File: config.mk
export PLATFORM = sky130hd
export DESIGN_NAME = move_exec
export DESIGN_NICKNAME = d
export VERILOG_FILES = /design/src/move_exec_pkg.sv /design/src/pointer_if.sv /design/src/pointer_unit.sv /design/src/move_exec.sv
export VERILOG_INCLUDE_DIRS = /design/src
export SDC_FILE = /design/constraint.sdc
export NUM_CORES = 1
export LEC_CHECK = 0
export ABC_AREA = 0
export CORE_MARGIN = 2
export CORE_UTILIZATION = 39
export CTS_BUF_LIST = sky130_fd_sc_hd__clkbuf_2
export DETAILED_ROUTE_END_ITERATION = 10
export DONT_BUFFER_PORTS = 1
export PLACE_DENSITY = 0.55
export SLEW_MARGIN = 10
export SYNTH_ARGS = -nofsm -noshare
export SYNTH_HDL_FRONTEND = slang
export SYNTH_SLANG_ARGS = --single-unit
export TNS_END_PERCENT = 20
File: constraint.sdc
create_clock -name CLOCK -period 10.5 [get_ports CLOCK]
set_clock_uncertainty 0.2 [all_clocks]
set_input_delay 2.1 -clock CLOCK [delete_from_list [all_inputs] [get_ports CLOCK]]
set_output_delay 2.1 -clock CLOCK [all_outputs]
set_load 0.05 [all_outputs]
File: src/move_exec_defines.svh
// constants for the move-instruction execution block
// How it works
// - file copy goes to work or back
// - file copy always updates the zero flag
// - indirect load picks pointer, loads, sets zero
// - mode 00/01/10/11 pre/post inc/dec
// - relative form: pointer plus offset, pointer kept
// - window accesses go to the pointed address
// - pointers wrap modulo 16 bits
// - bank literal loads 5-bit bank, flags kept
// - pc latch literal loads 7 bits, flags kept
// - work literal loads 8 bits, flags kept
// - store writes work to file, flags kept
// - pointer steps never touch flags
`ifndef MOVE_EXEC_DEFINES_SVH
`define MOVE_EXEC_DEFINES_SVH
`define WORK_W 8
`define FILE_AW 7
`define FILE_DEPTH 128
`define PTR_W 16
`define BANK_W 5
`define PCL_W 7
`define OFS_W 6
`define WINDOW0_ADDR 7'h00
`define WINDOW1_ADDR 7'h01
`define WORK_RESET 8'h00
`define BANK_RESET 5'h00
`define PCL_RESET 7'h00
`define PTR_RESET 16'h0000
`define PTR_STEP 16'h0001
`endif

File: src/move_exec_pkg.sv
// types shared by the move-instruction execution block
package move_exec_pkg;
  // operation selector, one-hot
  typedef enum logic [5:0] {
    FILE_COPY_OP        = 6'h01,
    INDIRECT_LOAD_OP    = 6'h02,
    BANK_LITERAL_OP     = 6'h04,
    PC_LATCH_LITERAL_OP = 6'h08,
    WORK_LITERAL_OP     = 6'h10,
    WORK_STORE_OP       = 6'h20
  } move_op_t;
  // pointer update mode field
  typedef enum logic [1:0] {
    PRE_INC  = 2'h0,
    PRE_DEC  = 2'h1,
    POST_INC = 2'h2,
    POST_DEC = 2'h3
  } pointer_update_mode_t;
endpackage

File: src/pointer_if.sv
// carrier between the core and the pointer unit
`timescale 1ns/1ps
`default_nettype none
`include "move_exec_defines.svh"
interface pointer_if;
  import move_exec_pkg::*;
  logic step_go;
  logic sel;
  logic rel;
  pointer_update_mode_t mode;
  logic [`OFS_W-1:0] offset;
  logic [`PTR_W-1:0] eff_addr;
  logic [`PTR_W-1:0] ptr0;
  logic [`PTR_W-1:0] ptr1;
  logic load;
  logic load_sel;
  logic [`PTR_W-1:0] load_value;
  modport unit (input step_go, sel, rel, mode, offset, load, load_sel,
                load_value, output eff_addr, ptr0, ptr1);
  modport core (output step_go, sel, rel, mode, offset, load, load_sel,
                load_value, input eff_addr, ptr0, ptr1);
endinterface
`default_nettype wire

File: src/pointer_unit.sv
// two 16-bit indirect pointers with their address arithmetic
`timescale 1ns/1ps
`default_nettype none
`include "move_exec_defines.svh"
module pointer_unit (
  input wire logic clock,
  input wire logic rst,
  pointer_if.unit p
);
  import move_exec_pkg::*;

  logic [`PTR_W-1:0] ptr0;
  logic [`PTR_W-1:0] ptr1;
  logic [`PTR_W-1:0] next_ptr0;
  logic [`PTR_W-1:0] next_ptr1;
  logic [`PTR_W-1:0] cur;
  logic [`PTR_W-1:0] stepped;

  // 16-bit add drops the carry out, so the pointer wraps naturally
  function automatic logic [`PTR_W-1:0] step(input logic [`PTR_W-1:0] v,
                                             input logic down);
    step = down ? v - `PTR_STEP : v + `PTR_STEP;
  endfunction

  // ----------------------------------------------------------------
  // address and next pointer
  // ----------------------------------------------------------------
  always_comb begin
    cur = p.sel ? ptr1 : ptr0;
    stepped = step(cur, p.mode[0]);
    if (p.rel) begin
      // sign-extend the 6-bit offset to pointer width
      p.eff_addr = cur + {{(`PTR_W-`OFS_W){p.offset[`OFS_W-1]}},
                          p.offset};
    end else begin
      p.eff_addr = p.mode[1] ? cur : stepped;
    end
    next_ptr0 = ptr0;
    next_ptr1 = ptr1;
    // an instruction step beats a software load in the same cycle
    if (p.step_go && !p.rel) begin
      if (p.sel) begin
        next_ptr1 = stepped;
      end else begin
        next_ptr0 = stepped;
      end
    end else if (p.load) begin
      if (p.load_sel) begin
        next_ptr1 = p.load_value;
      end else begin
        next_ptr0 = p.load_value;
      end
    end
  end

  // register the pointers
  always_ff @(posedge clock) begin
    if (rst) begin
      ptr0 <= `PTR_RESET;
      ptr1 <= `PTR_RESET;
    end else begin
      ptr0 <= next_ptr0;
      ptr1 <= next_ptr1;
    end
  end

  assign p.ptr0 = ptr0;
  assign p.ptr1 = ptr1;
endmodule
`default_nettype wire

File: src/move_exec.sv
// execution of the data-move instruction group
`timescale 1ns/1ps
`default_nettype none
`include "move_exec_defines.svh"
module move_exec (
  input wire logic CLOCK,
  input wire logic RST,
  input wire logic EXEC,
  input wire move_exec_pkg::move_op_t OP,
  input wire logic [`FILE_AW-1:0] FILE_ADDR,
  input wire logic DEST_BIT,
  input wire logic PTR_SEL,
  input wire move_exec_pkg::pointer_update_mode_t UPDATE_MODE,
  input wire logic REL_FORM,
  input wire logic [`OFS_W-1:0] OFFSET,
  input wire logic [`WORK_W-1:0] LITERAL,
  input wire logic PTR_LOAD,
  input wire logic PTR_LOAD_SEL,
  input wire logic [`PTR_W-1:0] PTR_LOAD_VALUE,
  input wire logic [`WORK_W-1:0] MEM_RDATA,
  output logic [`PTR_W-1:0] MEM_ADDR,
  output logic MEM_WE,
  output logic [`PTR_W-1:0] MEM_WADDR,
  output logic [`WORK_W-1:0] MEM_WDATA,
  output logic [`WORK_W-1:0] WORK,
  output logic ZERO,
  output logic [`BANK_W-1:0] BANK_SELECT,
  output logic [`PCL_W-1:0] PC_HIGH_LATCH,
  output logic [`PTR_W-1:0] POINTER0,
  output logic [`PTR_W-1:0] POINTER1
);
  import move_exec_pkg::*;

  // ----------------------------------------------------------------
  // declarations
  // ----------------------------------------------------------------
  pointer_if p ();
  logic [`WORK_W-1:0] file_mem [`FILE_DEPTH];
  logic is_copy;
  logic is_ind;
  logic is_store;
  logic win_hit;
  logic [`WORK_W-1:0] src_value;
  logic [`WORK_W-1:0] next_work;
  logic next_zero;
  logic [`BANK_W-1:0] next_bank;
  logic [`PCL_W-1:0] next_pcl;
  logic next_fwe;
  logic [`WORK_W-1:0] next_fdata;
  logic next_mem_we;
  logic [`PTR_W-1:0] next_mem_waddr;

  // the two lowest file addresses are windows, not storage
  function automatic logic is_window(input logic [`FILE_AW-1:0] a);
    is_window = (a == `WINDOW0_ADDR) || (a == `WINDOW1_ADDR);
  endfunction

  pointer_unit u_ptr (
    .clock(CLOCK),
    .rst(RST),
    .p(p)
  );

  // ----------------------------------------------------------------
  // decode and pointer control
  // ----------------------------------------------------------------
  always_comb begin
    is_copy = EXEC && (OP == FILE_COPY_OP);
    is_ind = EXEC && (OP == INDIRECT_LOAD_OP);
    is_store = EXEC && (OP == WORK_STORE_OP);
    win_hit = is_window(FILE_ADDR);
  end

  // a window access borrows the pointer but never steps it
  assign p.step_go = is_ind;
  assign p.sel = is_ind ? PTR_SEL : FILE_ADDR[0];
  assign p.rel = REL_FORM;
  assign p.mode = UPDATE_MODE;
  assign p.offset = OFFSET;
  assign p.load = PTR_LOAD;
  assign p.load_sel = PTR_LOAD_SEL;
  assign p.load_value = PTR_LOAD_VALUE;

  // read address on the data bus: pointer arithmetic or window target
  always_comb begin
    if (is_ind) begin
      MEM_ADDR = p.eff_addr;
    end else begin
      MEM_ADDR = FILE_ADDR[0] ? p.ptr1 : p.ptr0;
    end
  end

  // operand fetch: windows redirect to the bus
  always_comb begin
    if (is_ind || win_hit) begin
      src_value = MEM_RDATA;
    end else begin
      src_value = file_mem[FILE_ADDR];
    end
  end

  // ----------------------------------------------------------------
  // next state of work, flags and literal registers
  // ----------------------------------------------------------------
  always_comb begin
    next_work = WORK;
    next_zero = ZERO; // flags hold unless copy or indirect load
    next_bank = BANK_SELECT;
    next_pcl = PC_HIGH_LATCH;
    next_fwe = 1'b0;
    next_fdata = WORK;
    next_mem_we = 1'b0;
    next_mem_waddr = MEM_ADDR;
    if (EXEC) begin
      unique case (OP)
        FILE_COPY_OP: begin
          next_zero = (src_value == 8'h00);
          if (DEST_BIT) begin
            // writing back the same value makes this a flag test
            next_fdata = src_value;
            next_fwe = !win_hit;
            next_mem_we = win_hit;
          end else begin
            next_work = src_value;
          end
        end
        INDIRECT_LOAD_OP: begin
          next_work = MEM_RDATA;
          next_zero = (MEM_RDATA == 8'h00);
        end
        BANK_LITERAL_OP: begin
          next_bank = LITERAL[`BANK_W-1:0];
        end
        PC_LATCH_LITERAL_OP: begin
          next_pcl = LITERAL[`PCL_W-1:0];
        end
        WORK_LITERAL_OP: begin
          next_work = LITERAL;
        end
        WORK_STORE_OP: begin
          next_fdata = WORK;
          next_fwe = !win_hit;
          next_mem_we = win_hit;
        end
        default: begin
          next_work = WORK; // unknown code: nothing changes
        end
      endcase
    end
  end

  // commit at the end of the one instruction cycle
  always_ff @(posedge CLOCK) begin
    if (RST) begin
      WORK <= `WORK_RESET;
      ZERO <= 1'b0;
      BANK_SELECT <= `BANK_RESET;
      PC_HIGH_LATCH <= `PCL_RESET;
      MEM_WE <= 1'b0;
      MEM_WADDR <= `PTR_RESET;
      MEM_WDATA <= `WORK_RESET;
    end else begin
      WORK <= next_work;
      ZERO <= next_zero;
      BANK_SELECT <= next_bank;
      PC_HIGH_LATCH <= next_pcl;
      MEM_WE <= next_mem_we;
      MEM_WADDR <= next_mem_waddr;
      MEM_WDATA <= next_fdata;
    end
  end

  // file storage; contents are not cleared by reset, as in real RAM
  always_ff @(posedge CLOCK) begin
    if (next_fwe) begin
      file_mem[FILE_ADDR] <= next_fdata;
    end
  end

  assign POINTER0 = p.ptr0;
  assign POINTER1 = p.ptr1;
endmodule
`default_nettype wire

* After elaboration in Yosys (flattened, before gate mapping)
Memory sizes are Yosys's and may differ from the RTL's. Cells that the tools add are included.
Word-level totals: register bits after elaboration 78, bits in writable memories 1024, bits of input ports 61, output and inout port bits 94, word-level logic and storage cells 74, memories 1
Memory list:
- file_mem | depth 128, width 8, read ports 1, clocked after memory_dff 0, write ports 1, line move_exec.sv:38 | logic [`WORK_W-1:0] file_mem [`FILE_DEPTH];
Operators by class: add/sub/neg operators 3, eq/ne operators 11, multiplexer cells 29, bitwise logic cells 1, reductions and logical operators 20
Operator list (number):
- 2-to-1 mux 16 bit | 14
- 2-to-1 mux 8 bit | 5
- one-hot mux 8 bit (3 select lines) | 1
- adder 16 x 1 -> 16 bit (second input constant) | 1
- adder 16 bit | 1
- logical NOT 8 bit | 2
- subtractor 16 x 1 -> 16 bit (second input constant) | 1
- AND reduction 3 bit | 3
- == test 7 x 1 -> 1 bit (second input constant) | 1
- logical NOT 7 bit | 1
- == test 6 x 1 -> 1 bit (second input constant) | 1
- == test 6 x 2 -> 1 bit (second input constant) | 1
- == test 6 x 3 -> 1 bit (second input constant) | 1
- == test 6 x 4 -> 1 bit (second input constant) | 1
- == test 6 x 5 -> 1 bit (second input constant) | 1
- == test 6 bit (second input constant) | 1
- 2-to-1 mux 1 bit | 6
- one-hot mux 1 bit (2 select lines) | 3
- AND reduction 2 bit | 3
- nonzero test 2 bit | 3
- inequality test 2 x 1 -> 1 bit (second input constant) | 2
- inequality test 2 bit (second input constant) | 2
- nonzero test 3 bit | 1
- logical AND 1 bit | 2
- 4 further kinds | 6

* Longest topological paths before layout
Gate-level depths: netlist of the first run.
depth in word-level cells 9, mapped depth 18, gate-level depth less buffers 16

* Modules after synthesis
From an unflattened synthesis of the first run, not the netlist that was laid out.
Unflattened totals: cell total of the unflattened synthesis 2742, area total of the unflattened synthesis 45798.9 um2
Modules (own cells, without submodules):
- move_exec | times used 1, cells each 2296, area an instance 42415.7 um2, sequential area each 31670.4 um2
- pointer_unit | times used 1, cells each 446, area an instance 3383.2 um2, sequential area each 640.6 um2

* Worst setup path after synthesis of the first run
Ideal clock, no wire load.
path kind input to output, start point input port OP[3], end point output port MEM_ADDR[15], data arrival time 6.681 ns, data required time 8.200 ns, path slack 1.519 ns, stages on the path 16, buffers on the path 1, cells stage by stage or4b_4 -> nor3_1 -> mux2i_1 -> buf_2 -> mux2i_1 -> inv_1 -> ha_1 -> a21o_1 -> nand3_1 -> a32o_1 -> o21ai_0 -> a41oi_1 -> a31oi_1 -> xnor2_1 -> a221oi_1 -> a21oi_1
On the way: cells in the longest elaborated chain, start to end 9, elaborated cells on any way between the ends 11, those cells by class add/sub: 3; eq/ne: 1; mux: 6; reduce/logical: 1
RTL lines:
- from (decl) | line move_exec.sv:9 | input wire move_exec_pkg::move_op_t OP,
- == test 6 x 2 -> 1 bit * | line move_exec.sv:69 | is_ind = EXEC && (OP == INDIRECT_LOAD_OP);
- logical AND 1 bit * | line move_exec.sv:69
- 2-to-1 mux 1 bit | line move_exec.sv:76 | assign p.sel = is_ind ? PTR_SEL : FILE_ADDR[0];
- 2-to-1 mux 16 bit | line pointer_unit.sv:29 | cur = p.sel ? ptr1 : ptr0;
- adder 16 x 1 -> 16 bit (no source line) or subtractor 16 x 1 -> 16 bit (tied branches)
- 2-to-1 mux 16 bit (no source line)
- 2-to-1 mux 16 bit | line pointer_unit.sv:36 | p.eff_addr = p.mode[1] ? cur : stepped;
- 2-to-1 mux 16 bit | line pointer_unit.sv:31 | if (p.rel) begin
- 2-to-1 mux 16 bit * | line move_exec.sv:86 | if (is_ind) begin
- to (decl) | line move_exec.sv:21 | output logic [`PTR_W-1:0] MEM_ADDR,
Every way passes the cells marked *; elsewhere a longest branch is shown, timed or not.

* Worst setup path in the final report of the first run
Ends and elaborated chain as after synthesis.

==> summary.md, run 1 <==
| Metric | Value |
|---|---|
| Outcome | `complete, no violations` |
| Initial antenna violation count | `4` |
| Max Cap Viol | `0` |
| Clock sink total | `about 1100` |
| Max frequency | `107 MHz` |
| Post-route minimum period | `9.35 ns` |
| Vias in the first global route | `~26000` |
| DR vias/cell | `around 5.7` |
| Synth warnings | `0` |
| Final core occ | `between 40% and 50%` |
| Drt first pass iters | `6` |
| EDFF count, synth | `roughly 1000` |
| Net Sw Frac | `between 20% and 30%` |
| Cell-internal power | `just over 6 mW` |
| Clock buffer depth | `4` |
| Worst VDD drop | `0.0000912 V` |
| Die width | `344 microns` |
| Combinational fraction of design power | `between 5 and 6%` |
| Final WL | `126000 microns` |
| Setup Fix Bufs, Post-CTS | `0` |
| Clock-pin slew on the worst setup and hold paths | `0.10 ns` |
| Slew margin rel. | `approximately 18%` |
| Worst slew pin tran | `around 1.2 ns` |
| Rows | `about 120` |
| Nets | `2906` |
| Pin count of the biggest net entering global routing | `321` |
| Full die area | `roughly 120000 sq um` |
| PortBufs | `0` |
| Initial core utilization | `39.3%` |
| Cell Pwr Density | `roughly 170 nW/um^2` |
| Reg power frac | `between 50% and 60%` |
| Hold Fails Final Rpt | `0` |
| Post-route DRC | `0` |
| Hold Crit Class | `input port to flop` |
| CP Max Fanout | `8` |
| Core area | `around 110000 sq um` |
| Kind of critical path | `input port to primary output` |
| Netlist cell types | `75` |
| HPWL Detailed | `75800 microns` |
| CTS buffer count | `a little under 300` |
| CP Capture Type | `primary output` |
| Share of the synthesized area in the top cell type | `68.4%` |
| Share of cells above drive strength 1 | `between 20% and 30%` |
| Final GP Congestion | `around 0.89` |
| Clock group share of total power | `35.1%` |
| Clk root buf | `clkbuf_2` |
| Leakage | `around 16 nW` |
| 1st-iter DRT viols | `2474` |
| Critical Path AT | `between 7 and 8 ns` |
| Setup-failing EPs final | `0` |
| Async set-reset flop share out of synthesis | `0%` |
| Ys flop type | `edfxtp_1` |
| P&R area growth vs syn | `9.22%` |
| Area contributors post-synth | `edfxtp_1 (68%), mux4_2 (9.2%), mux2i_1 (4.5%)` |
| Skew-Pair Late Insertion Delay | `between 1.5 and 2 ns` |
| Leading area contributor after synthesis | `edfxtp_1` |
| Req. time, crit path | `8.20 ns` |
| # resized after CTS | `0` |
| First-pass GRT wire length | `180000 microns` |
| GRT overflow | `0` |
| Clock tree from TritonCTS | `built` |
| CP Launch Type | `input port` |
| Setup TNS | `0 ns` |
| Top-Level Pins | `around 160` |
| Die height | `around 340 microns` |
| Cells after Synth | `~2600` |
| H-tree depth | `5` |
| Yosys reg bits | `1102` |
| Vias post-DR | `roughly 26000` |
| RSZ-0062 raised after global routing | `no` |
| Sequential share of the synthesized area | `a little under three quarters` |
| P_sw | `approximately 2.0 mW` |
| Netlist Area Pre-Place | `~45000 sq um` |
| Mean Syn Cell Area | `~17 sq um` |
| DRT antenna net count | `0` |
| Routed wire per std cell | `roughly 28 microns` |
| Final period util | `between 80% and 90%` |
| Final Max Slew Viols | `0` |
| Total GRT Usage | `21.2%` |
| Hold_buf cts | `0` |
-- worst paths after layout --
kind / startpoint / end / slack (ns) / depth (start not counted)
hold reg to reg: BANK_SELECT[0] / BANK_SELECT[0] / 0.57 / 2
setup reg to reg: u_ptr.p.ptr1[0] / MEM_WADDR[14] / 5.82 / 16
setup / recovery: OP[3] / MEM_ADDR[15] / 1.15 / 16
hold / removal: RST / MEM_WDATA[7] / 0.47 / 1
-- kinds of logic after synthesis --
| logic type | share of synthesized area, % |
|---|---|
| adder cells (fa/ha/maj) | 0.952 |
| multiplexers | 14.2 |
| AND/OR/NAND/NOR | 5.22 |
| AO/OA/AOI/OAI | 5.57 |
| buffers and inverters | 1.68 |
| flip-flops | 71.9 |
| other | 0.00834 |
| XOR/XNOR | 0.487 |
-- layer usage --
metal	vias to the layer above	wire length [microns]	track usage [%]
li1	11021	-	-
met1	13216	52100	28.6
met2	1230	58500	33.0
met3	219	11400	5.73
met4	2	3650	7.70
met5	-	12	0
-- worst max-delay path: stages --
cell and delay [ns]:
or4b_4 0.56, nor3_2 0.23, mux2i_2 0.79, mux2i_1 0.47, inv_1 0.13, ha_1 0.29, a21o_1 0.13, nand3_1 0.11
a32o_1 0.28, o21ai_0 0.44, a41oi_1 0.27, a31oi_1 0.27, xnor2_1 0.10, a221oi_1 0.57, a21oi_1 0.09, buf_4 0.22
-- layout make-up --
cell class / count / area [sq um]
fill: 10131 / 65200
antenna: 2 / 5.00
clock inverter: 58 / 364
timing repair buffer: 45 / 338
inverter: 25 / 93.8
sequential: 1102 / 32300
tap: 1512 / 1890
multi-input combinational: 1344 / 12100
clock buffer: 411 / 2060
-- power groups by stage --
stage | Combinational (mW) | Clock (mW) | Sequential [mW]
finish | 0.440 | 2.85 | 4.82
global route | 0.465 | 3.14 | 4.82
CTS | 0.435 | 2.93 | 4.82
detailed placement | 0.433 | 0 | 4.92
global placement | 0.429 | 0 | 4.92
floorplan | 0.355 | 0 | 4.91
-- flip-flops by register name, summed over array words and instances, names as in the netlist --
signal         cells
ZERO               1
u_ptr.p.ptr1      16
PC_HIGH_LATCH      7
file_mem        1024
WORK               8
MEM_WE             1
MEM_WADDR         16
BANK_SELECT        5
u_ptr.p.ptr0      16
MEM_WDATA          8
-- metrics by stage --
stage | instance area [sq um] | setup slack (ns) | hold WS (ns) | cells | total power [mW]
2_1_floorplan | 45000 | 1.52 | 0.520 | 2616 | 5.27
3_3_place_gp | 46700 | 1.06 | 0.557 | 4028 | 5.35
3_5_place_dp | 46700 | 1.01 | 0.563 | 4028 | 5.35
4_1_cts | 49100 | 1.00 | 0.260 | 4497 | 8.18
5_1_grt | 49100 | 0.665 | 0.316 | 4499 | 8.43
6_report | 49100 | 1.15 | 0.474 | 4499 | 8.10
-- placed cells by master, fill, tap and decap left out, drive strengths merged, types with 45 or more instances in the layout --
master	n
edfxtp	1024
nand2	91
a21oi	61
nor2	232
clkbuf	411
a211oi	53
buf	45
o21ai	46
a22oi	54
mux2i	200
mux4	183
dfxtp	78
clkinv	49
o22ai	64
-- synth_stat cells (21+ instances only) --
master / number
buf_2: 36
nor2_1: 231
nand4_1: 21
ha_1: 31
a22oi_1: 54
buf_1: 22
clkbuf_1: 71
a21oi_1: 61
a211oi_1: 53
nand2_1: 91
nor2b_1: 28
mux2_2: 24
o22ai_1: 64
edfxtp_1: 1024
inv_1: 25
nand3_1: 25
o21ai_0: 45
mux4_2: 183
dfxtp_1: 78
mux2i_1: 200
No activity file was read; power rests on OpenSTA's default activity.
==> run 2: changes to the inputs <==
==> constraint.sdc (replaced) <==
create_clock -name CLOCK -period 10.5 [get_ports CLOCK]
set_clock_uncertainty 0.2 [all_clocks]
set_input_delay 0.525 -clock CLOCK [delete_from_list [all_inputs] [get_ports CLOCK]]
set_output_delay 0.525 -clock CLOCK [all_outputs]
set_load 0.05 [all_outputs]
==> summary.md, run 2 (synthesis gave the netlist of run 1 again) <==
| Metric | Value |
|---|---|
| Clock sink total | `1102 (unchanged)` |
| DRT antenna net count | `0 (unchanged)` |
| Critical Path AT | `7.54 ns (+0.49 ns)` |
| Post-route minimum period | `8.27 ns (-1.08 ns)` |
| Max FFs per register | `1024 (unchanged)` |
| Nets | `3104 (+6.8%)` |
| Final WL | `131000 microns (+4.2%)` |
| HPWL Detailed | `75700 microns (about the same)` |
| CTS buffer count | `293 (-0.34%)` |
| Clk root buf | `clkbuf_2` |
| Kind of critical path | `input port to primary output` |
| Max Cap Viol | `0 (unchanged)` |
| Placed Cells | `4026 (-0.050%)` |
| Hold Crit Class | `input port to flop` |
| Routed wire per std cell | `27.9 microns (-0.24%)` |
| Initial core utilization | `39.3% (unchanged)` |
| Drt first pass iters | `5 (-1)` |
| Clock group share of total power | `34.6% (-0.5 points)` |
| Commonest non-fill, non-tap cell in the layout | `edfxtp_1` |
| Post-route DRC | `0 (unchanged)` |
| Hold Fails Final Rpt | `0 (unchanged)` |
| Cell family with most CP delay | `buffers and inverters` |
| First-pass GRT wire length | `187000 microns (+4.1%)` |
| Footprint of the multi-input gates | `12100 sq um (unchanged)` |
| Total GRT Usage | `22.0% (+0.86 points)` |
| Clock buffer depth | `4 (unchanged)` |
| WP buf/inv | `8 (+6)` |
| Slew margin rel. | `16.5% (-1.3 points)` |
| Total area of sequential cells | `32300 sq um (unchanged)` |
| Outcome | `complete, no violations` |
| P_sw | `2.06 mW (+2.2%)` |
| PortBufs | `0 (unchanged)` |
| Setup Fix Bufs, Post-CTS | `0 (unchanged)` |
| Slowest CP cell | `dlygate4sd3_1` |
| Max layer used | `met5` |
| RSZ-0062 raised after global routing | `no` |
| DR vias/cell | `5.71 (about the same)` |
| Skew-Pair Late Insertion Delay | `1.52 ns (-0.03 ns)` |
| Final Max Slew Viols | `0 (unchanged)` |
| Met1 wire length | `52600 microns (+0.95%)` |
| Top-Level Pins | `155 (unchanged)` |
| Vias in the first global route | `27376 (+4.7%)` |
| P&R area growth vs syn | `13.8%` |
| Reg power frac | `58.9% (-0.6 points)` |
| Pin count of the biggest net entering global routing | `321 (unchanged)` |
| Vias post-DR | `26810 (+4.4%)` |
| Max frequency | `121 MHz (+13%)` |
| Most frequent cells in the layout | `edfxtp_1 (1024), clkbuf_2 (401), nor2_1 (230)` |
| CP peak stage delay | `0.64 ns (-0.15 ns)` |
| Req. time, crit path | `9.78 ns (+1.58 ns)` |
| Cell-internal power | `6.12 mW (+0.47%)` |
| Filler cells | `9998 (-1.3%)` |
| Die height | `344 microns (unchanged)` |
| GRT overflow | `0 (unchanged)` |
| CP Max Fanout | `16 (+8)` |
| Rows | `124 (unchanged)` |
| Initial antenna violation count | `8 (+4)` |
| Setup-failing EPs final | `0 (unchanged)` |
| Net Sw Frac | `25.1% (+0.32 points)` |
| Final GP Congestion | `0.874 (-1.9%)` |
| Combinational fraction of design power | `6.5% (+1.1 points)` |
| Non-filler cells, final | `4699 (+4.4%)` |
| CP Launch Type | `input port` |
| Leakage | `17.0 nW (+5.7%)` |
| Clock-pin slew on the worst setup and hold paths | `0.12 ns (+0.02 ns)` |
| Die width | `344 microns (unchanged)` |
| Final period util | `78.7% (-10 points)` |
| Worst hold slack | `0.260 ns (-0.215 ns)` |
| CP Capture Type | `primary output` |
| Top reg by flops | `file_mem` |
| Setup TNS | `0 ns (unchanged)` |
| Worst slew pin tran | `1.25 ns (+0.0219 ns)` |
| Cell mode on critical path | `dlygate4sd3_1` |
| Worst VDD drop | `0.0000965 V (+5.8%)` |
| Share of cells above drive strength 1 | `22.5% (-1.6 points)` |
| DR WL met3 | `12100 microns (+5.8%)` |
| H-tree depth | `5 (unchanged)` |
| DR WL met2 | `62900 microns (+7.5%)` |
| Full die area | `118000 sq um (unchanged)` |
| Final core occ | `44.8% (+1.8 points)` |
| Core area | `114000 sq um (unchanged)` |
| Cell Pwr Density | `160 nW/um^2 (-3.2%)` |
| Clock tree from TritonCTS | `built` |
| 1st-iter DRT viols | `2726 (+10%)` |
| CP Cell Sequence | `dlygate4sd3_1 -> or4b_4 -> dlygate4sd3_1 -> nor3_2 -> dlygate4sd3_1 -> buf_4 -> mux2i_2 -> buf_4 -> mux2i_1 -> inv_1 -> ha_1 -> a21o_1 -> a21oi_1 -> nor2b_1 -> a211oi_1 -> xor2_1 -> o21ai_0 -> dlygate4sd3_1 -> o211ai_1 -> dlygate4sd3_1 -> o21ai_1` |
run 2: changes by cell type in the layout (fill, tap and decap cells not counted), moves of 3 or more:
cell,delta
inv_2,+3
dlygate4sd3_1,+195
buf_12,+3
clkinv_1,+7
clkbuf_2,-10
buf_16,+3
run 2: path summary, 6_finish.rpt:
path,start,end,slack [ns],depth (start not counted)
hold / removal,LITERAL[6],PC_HIGH_LATCH[6],0.26,4
setup / recovery,OP[2],MEM_ADDR[5],2.23,21
setup reg to reg,u_ptr.p.ptr1[0],MEM_WADDR[1],4.38,15
hold reg to reg,u_ptr.p.ptr0[12],u_ptr.p.ptr0[12],0.57,2
run 2: through the flow:
stage	setup WS, ns	power [mW]	area (sq um)
after floorplan	3.60	5.27	45000
after global placement	4.44	5.35	46700
after detailed placement	4.40	5.35	46700
after CTS	2.33	8.24	51200
after global routing	2.03	8.51	51200
final	2.23	8.18	51200
run 2: cell type report:
cell class / instances / share of cell area, %
clock buffer: 401 / 3.92
multi-input combinational: 1344 / 23.5
clock inverter: 67 / 0.768
inverter: 25 / 0.183
tap: 1512 / 3.70
timing repair buffer: 244 / 4.72
sequential: 1102 / 63.1
antenna: 4 / 0.0196
run 2: repair_timing:
item | CTS | global route
hold buffers | 201 | 0
endpoints found under the hold margin | 1489 | 0
gates resized for setup | 0 | 0
run 2: per-layer routing:
metal  up-vias  GRT usage [%]
li1      11448              -
met1     13805           28.8
met2      1338           35.5
met3       215           5.98
met4         4           7.46
met5         -          0.401
run 2: worst register-to-register path, cell delays in order (launching register included):
cell and delay, ns:
dfxtp_1 0.71, nand2_1 0.10, a2111o_1 0.54, and2_1 0.26, inv_1 0.11, ha_1 0.20
inv_1 0.07, fa_1 0.45, dlygate4sd3_1 0.57, nand2_1 0.06, o21ai_0 0.09, dlygate4sd3_1 0.60
o21ai_1 0.79, dlygate4sd3_1 0.68, nor2b_1 0.14, dlygate4sd3_1 0.55
run 2: power groups by stage:
stage	Clock (mW)	Combinational [mW]	Sequential, mW
after floorplan	0	0.355	4.91
after global placement	0	0.429	4.92
after detailed placement	0	0.433	4.92
after CTS	2.90	0.520	4.82
after global routing	3.13	0.559	4.82
final	2.83	0.532	4.82
==> run 3: changes to the inputs <==
ABC_AREA = 1   (was 0)
clock period = 8.4 ns   (was 10.5 ns; I/O delays follow)
==> summary.md, run 3 <==
| Metric | Value |
|---|---|
| Outcome | `complete, no violations` |
| Share of cells above drive strength 1 | `10.8% (-12 points)` |
| Req. time, crit path | `7.78 ns (-2.00 ns)` |
| Critical Path AT | `7.48 ns (-0.06 ns)` |
| Final core occ | `44.6% (-0.15 points)` |
| Post-route design area | `53600 sq um (+4.7%)` |
| Top reg by flops | `file_mem` |
| Clock sink total | `1102 (unchanged)` |
| GRT overflow | `0 (unchanged)` |
| Top cells by count, synth | `nand2_1 (1097), edfxtp_1 (1024), nor2_1 (529)` |
| Kind of critical path | `input port to primary output` |
| Slew margin rel. | `16.1% (-0.34 points)` |
| Ys flop type | `edfxtp_1` |
| H-tree depth | `5 (unchanged)` |
| DRT antenna net count | `0 (unchanged)` |
| Worst slew pin tran | `1.25 ns (+0.00506 ns)` |
| Total GRT Usage | `22.0% (about the same)` |
| Clock group share of total power | `33.9% (-0.7 points)` |
| CP Capture Type | `primary output` |
| Vias in the first global route | `33001 (+21%)` |
| Die height | `352 microns (+2.5%)` |
| Synth warnings | `0 (unchanged)` |
| First-pass GRT wire length | `209000 microns (+12%)` |
| Netlist cell types | `56 (-25%)` |
| Max frequency | `between 100 and 150 MHz` |
| Net Sw Frac | `26.9% (+1.7 points)` |
| Clock buffer depth | `4 (unchanged)` |
| Async set-reset flop share out of synthesis | `0% (unchanged)` |
| Count leader, synth | `nand2_1` |
| Top-Level Pins | `155 (unchanged)` |
| Clk root buf | `clkbuf_2` |
| Compound-cell area share of the yosys netlist | `5.88% (+0.31 points)` |
| PortBufs | `0 (unchanged)` |
| DR vias/cell | `5.26 (-7.7%)` |
| Max Cap Viol | `0 (unchanged)` |
| Cell-internal power | `7.61 mW (+24%)` |
| Final period util | `a little over nine tenths` |
| Skew-Pair Late Insertion Delay | `1.60 ns (+0.08 ns)` |
| Share of the synthesized area in the top cell type | `65.0% (-3.4 points)` |
| Adder-Cell Fraction of Synth Area | `0.905% (-0.047 points)` |
| Cell Area, Placed | `48800 sq um (+4.6%)` |
| Cell Pwr Density | `194 nW/um^2 (+22%)` |
| Slowest CP cell | `dlygate4sd3_1` |
| Combinational fraction of design power | `8.1% (+1.6 points)` |
| WP buf/inv | `10 (+2)` |
| Full die area | `124000 sq um (+5.1%)` |
| Setup TNS | `0 ns (unchanged)` |
| Core area | `120000 sq um (+5.1%)` |
| CP Max Fanout | `9 (-7)` |
| CTS buffer count | `296 (+1.0%)` |
| Pin count of the biggest net entering global routing | `313 (-2.5%)` |
| Cells after Synth | `4412 (+70%)` |
| EDFF count, synth | `1024 (unchanged)` |
| Largest family of logic cells by synthesized area | `simple AND/OR/NAND/NOR gates` |
| Area contributors post-synth | `edfxtp_1 (65%), nand2_1 (8.7%), nor2_1 (4.2%)` |
| Post-route DRC | `0 (unchanged)` |
| Commonest non-fill, non-tap cell in the layout | `nand2_1` |
| Mean Syn Cell Area | `10.7 sq um (-38%)` |
| P_sw | `2.80 mW (+36%)` |
| Die width | `352 microns (+2.5%)` |
| Filler cells | `11430 (+14%)` |
| Placed Cells | `5859 (+46%)` |
| Cell family with most CP delay | `buffers and inverters` |
| P&R area growth vs syn | `13.3%` |
| Yosys reg bits | `1102 (unchanged)` |
| Post-synthesis mux area share | `0.0661% (-14 points)` |
| Hold Crit Class | `input port to flop` |
| Leading area contributor after synthesis | `edfxtp_1` |
| Pre-CTS setup slack | `3.17 ns (-1.24 ns)` |
| Clock-pin slew on the worst setup and hold paths | `0.11 ns (about the same)` |
| Final GP Congestion | `0.906 (+3.7%)` |
| Reg power frac | `57.9% (-1.0 points)` |
| Worst VDD drop | `0.000122 V (+27%)` |
| Nets | `4878 (+57%)` |
| Final setup margin | `0.297 ns (-1.93 ns)` |
| Drt first pass iters | `8 (+3)` |
| RSZ-0062 raised after global routing | `no` |
| Initial core utilization | `39.4% (+0.056 points)` |
| CP Launch Type | `input port` |
| Cell mode on critical path | `nand2_1` |
| Most frequent cells in the layout | `nand2_1 (1097), edfxtp_1 (1024), nor2_1 (526)` |
| Simple-gate share of the synthesized area | `19.3% (+14 points)` |
| CP peak stage delay | `0.60 ns (-0.04 ns)` |
| Setup-failing EPs final | `0 (unchanged)` |
| Hold Fails Final Rpt | `0 (unchanged)` |
| Sequential share of the synthesized area | `68.3% (-3.6 points)` |
| Vias post-DR | `34559 (+29%)` |
| Final Max Slew Viols | `0 (unchanged)` |
| 1st-iter DRT viols | `3405 (+25%)` |
| Register-to-register setup slack | `1.62 ns (-2.76 ns)` |
| Clock tree from TritonCTS | `built` |
| HPWL Detailed | `74600 microns (-1.5%)` |
| XOR/XNOR Fraction of Synth Area | `0.296% (-0.19 points)` |
| Netlist Area Pre-Place | `47300 sq um (+5.2%)` |
| Non-filler cells, final | `6566 (+40%)` |
| Routed wire per std cell | `21.3 microns (-24%)` |
| Leakage | `20.0 nW (+18%)` |
| Max FFs per register | `1024 (unchanged)` |
| Initial antenna violation count | `3 (-5)` |
| Final WL | `140000 microns (+6.6%)` |
| Post-route minimum period | `around 8 ns` |
| Rows | `127 (+2.4%)` |
==> run 3: changes by cell type after synthesis, sizes merged, moves of 52 or more <==
cell	change
nand4	+82
o21ai	+176
a22oi	-54
buf	+74
nand2	+1011
o22ai	-64
mux4	-183
a211oi	-52
nand3	+357
mux2i	-198
inv	+334
nor2	+307
a21oi	+128
==> run 3: cell families (layout without fill, tap and decap cells) <==
logic type                 count (synthesis)  in the layout
xor gates and xnor gates                  16             16
other                                      1             20
and+or+nand+nor                         2168           2168
DFF                                     1102           1102
adders and majority gates                 33             33
AOI/OAI and AO/OA                        500            500
buffers and inverters                    589           1112
muxes                                      3              3
==> run 3: final cells by class <==
class                           count  area (sq um)  area share, %
Inverter                          360          1370           2.56
Clock inverter                     51           278          0.518
Antenna cell                        4          10.0         0.0187
Tap cell                         1612          2020           3.76
Timing Repair Buffer              288          2880           5.38
Sequential cell                  1102         32300           60.3
Multi-Input combinational cell   2736         12700           23.6
Clock buffer                      413          2070           3.86
==> run 3: what timing repair did <==
item / in CTS / in global routing
setup endpoints to repair: 0 / 2
hold buffers: 232 / 1
resized for setup: 0 / 5
buffers inserted: 0 / 5
hold endpoints to repair: 2026 / 1
==> run 3: final timing paths <==
kind | depth (start not counted) | end | from
max | 29 | MEM_ADDR[15] | OP[0]
min | 6 | MEM_WADDR[4] | FILE_ADDR[0]
max reg2reg | 23 | MEM_WADDR[15] | u_ptr.p.ptr1[9]
min reg2reg | 2 | u_ptr.p.ptr1[4] | u_ptr.p.ptr1[4]
==> run 3: stage by stage <==
| stage | hold WS (ns) | power, mW |
|---|---|---|
| finish | 0.165 | 10.4 |
| global route | 0.0320 | 10.9 |
| CTS | 0.000599 | 10.5 |
| detailed placement | 0.296 | 6.85 |
| global placement | 0.295 | 6.85 |
| floorplan | 0.348 | 6.68 |
==> run 3: power groups by stage <==
stage                     sequential (mW)  combinational, mW  clock, mW
final                                6.03              0.847       3.53
after global routing                 6.03              0.922       3.91
after CTS                            6.03              0.829       3.62
after detailed placement             6.16              0.694          0
after global placement               6.16              0.693          0
after floorplan                      6.15              0.526          0
==> run 3: metal layers <==
layer / GRT usage (%) / share of wire (%) / vias to the layer above
met4: 7.21 / 2.3 / 0
met3: 5.06 / 8.1 / 241
met5: 0 / 0 / -
li1: - / - / 15978
met2: 34.5 / 46 / 1530
met1: 30.3 / 44 / 16810
==> run 3: worst reg2reg max path, delay by kind of cell (launching register included) <==
kind	cells	cell delay [ns]
AOI/OAI and AO/OA	4	1.01
DFF	1	0.72
adders and majority gates	1	0.39
and+or+nand+nor	9	0.76
buffers and inverters	9	3.64
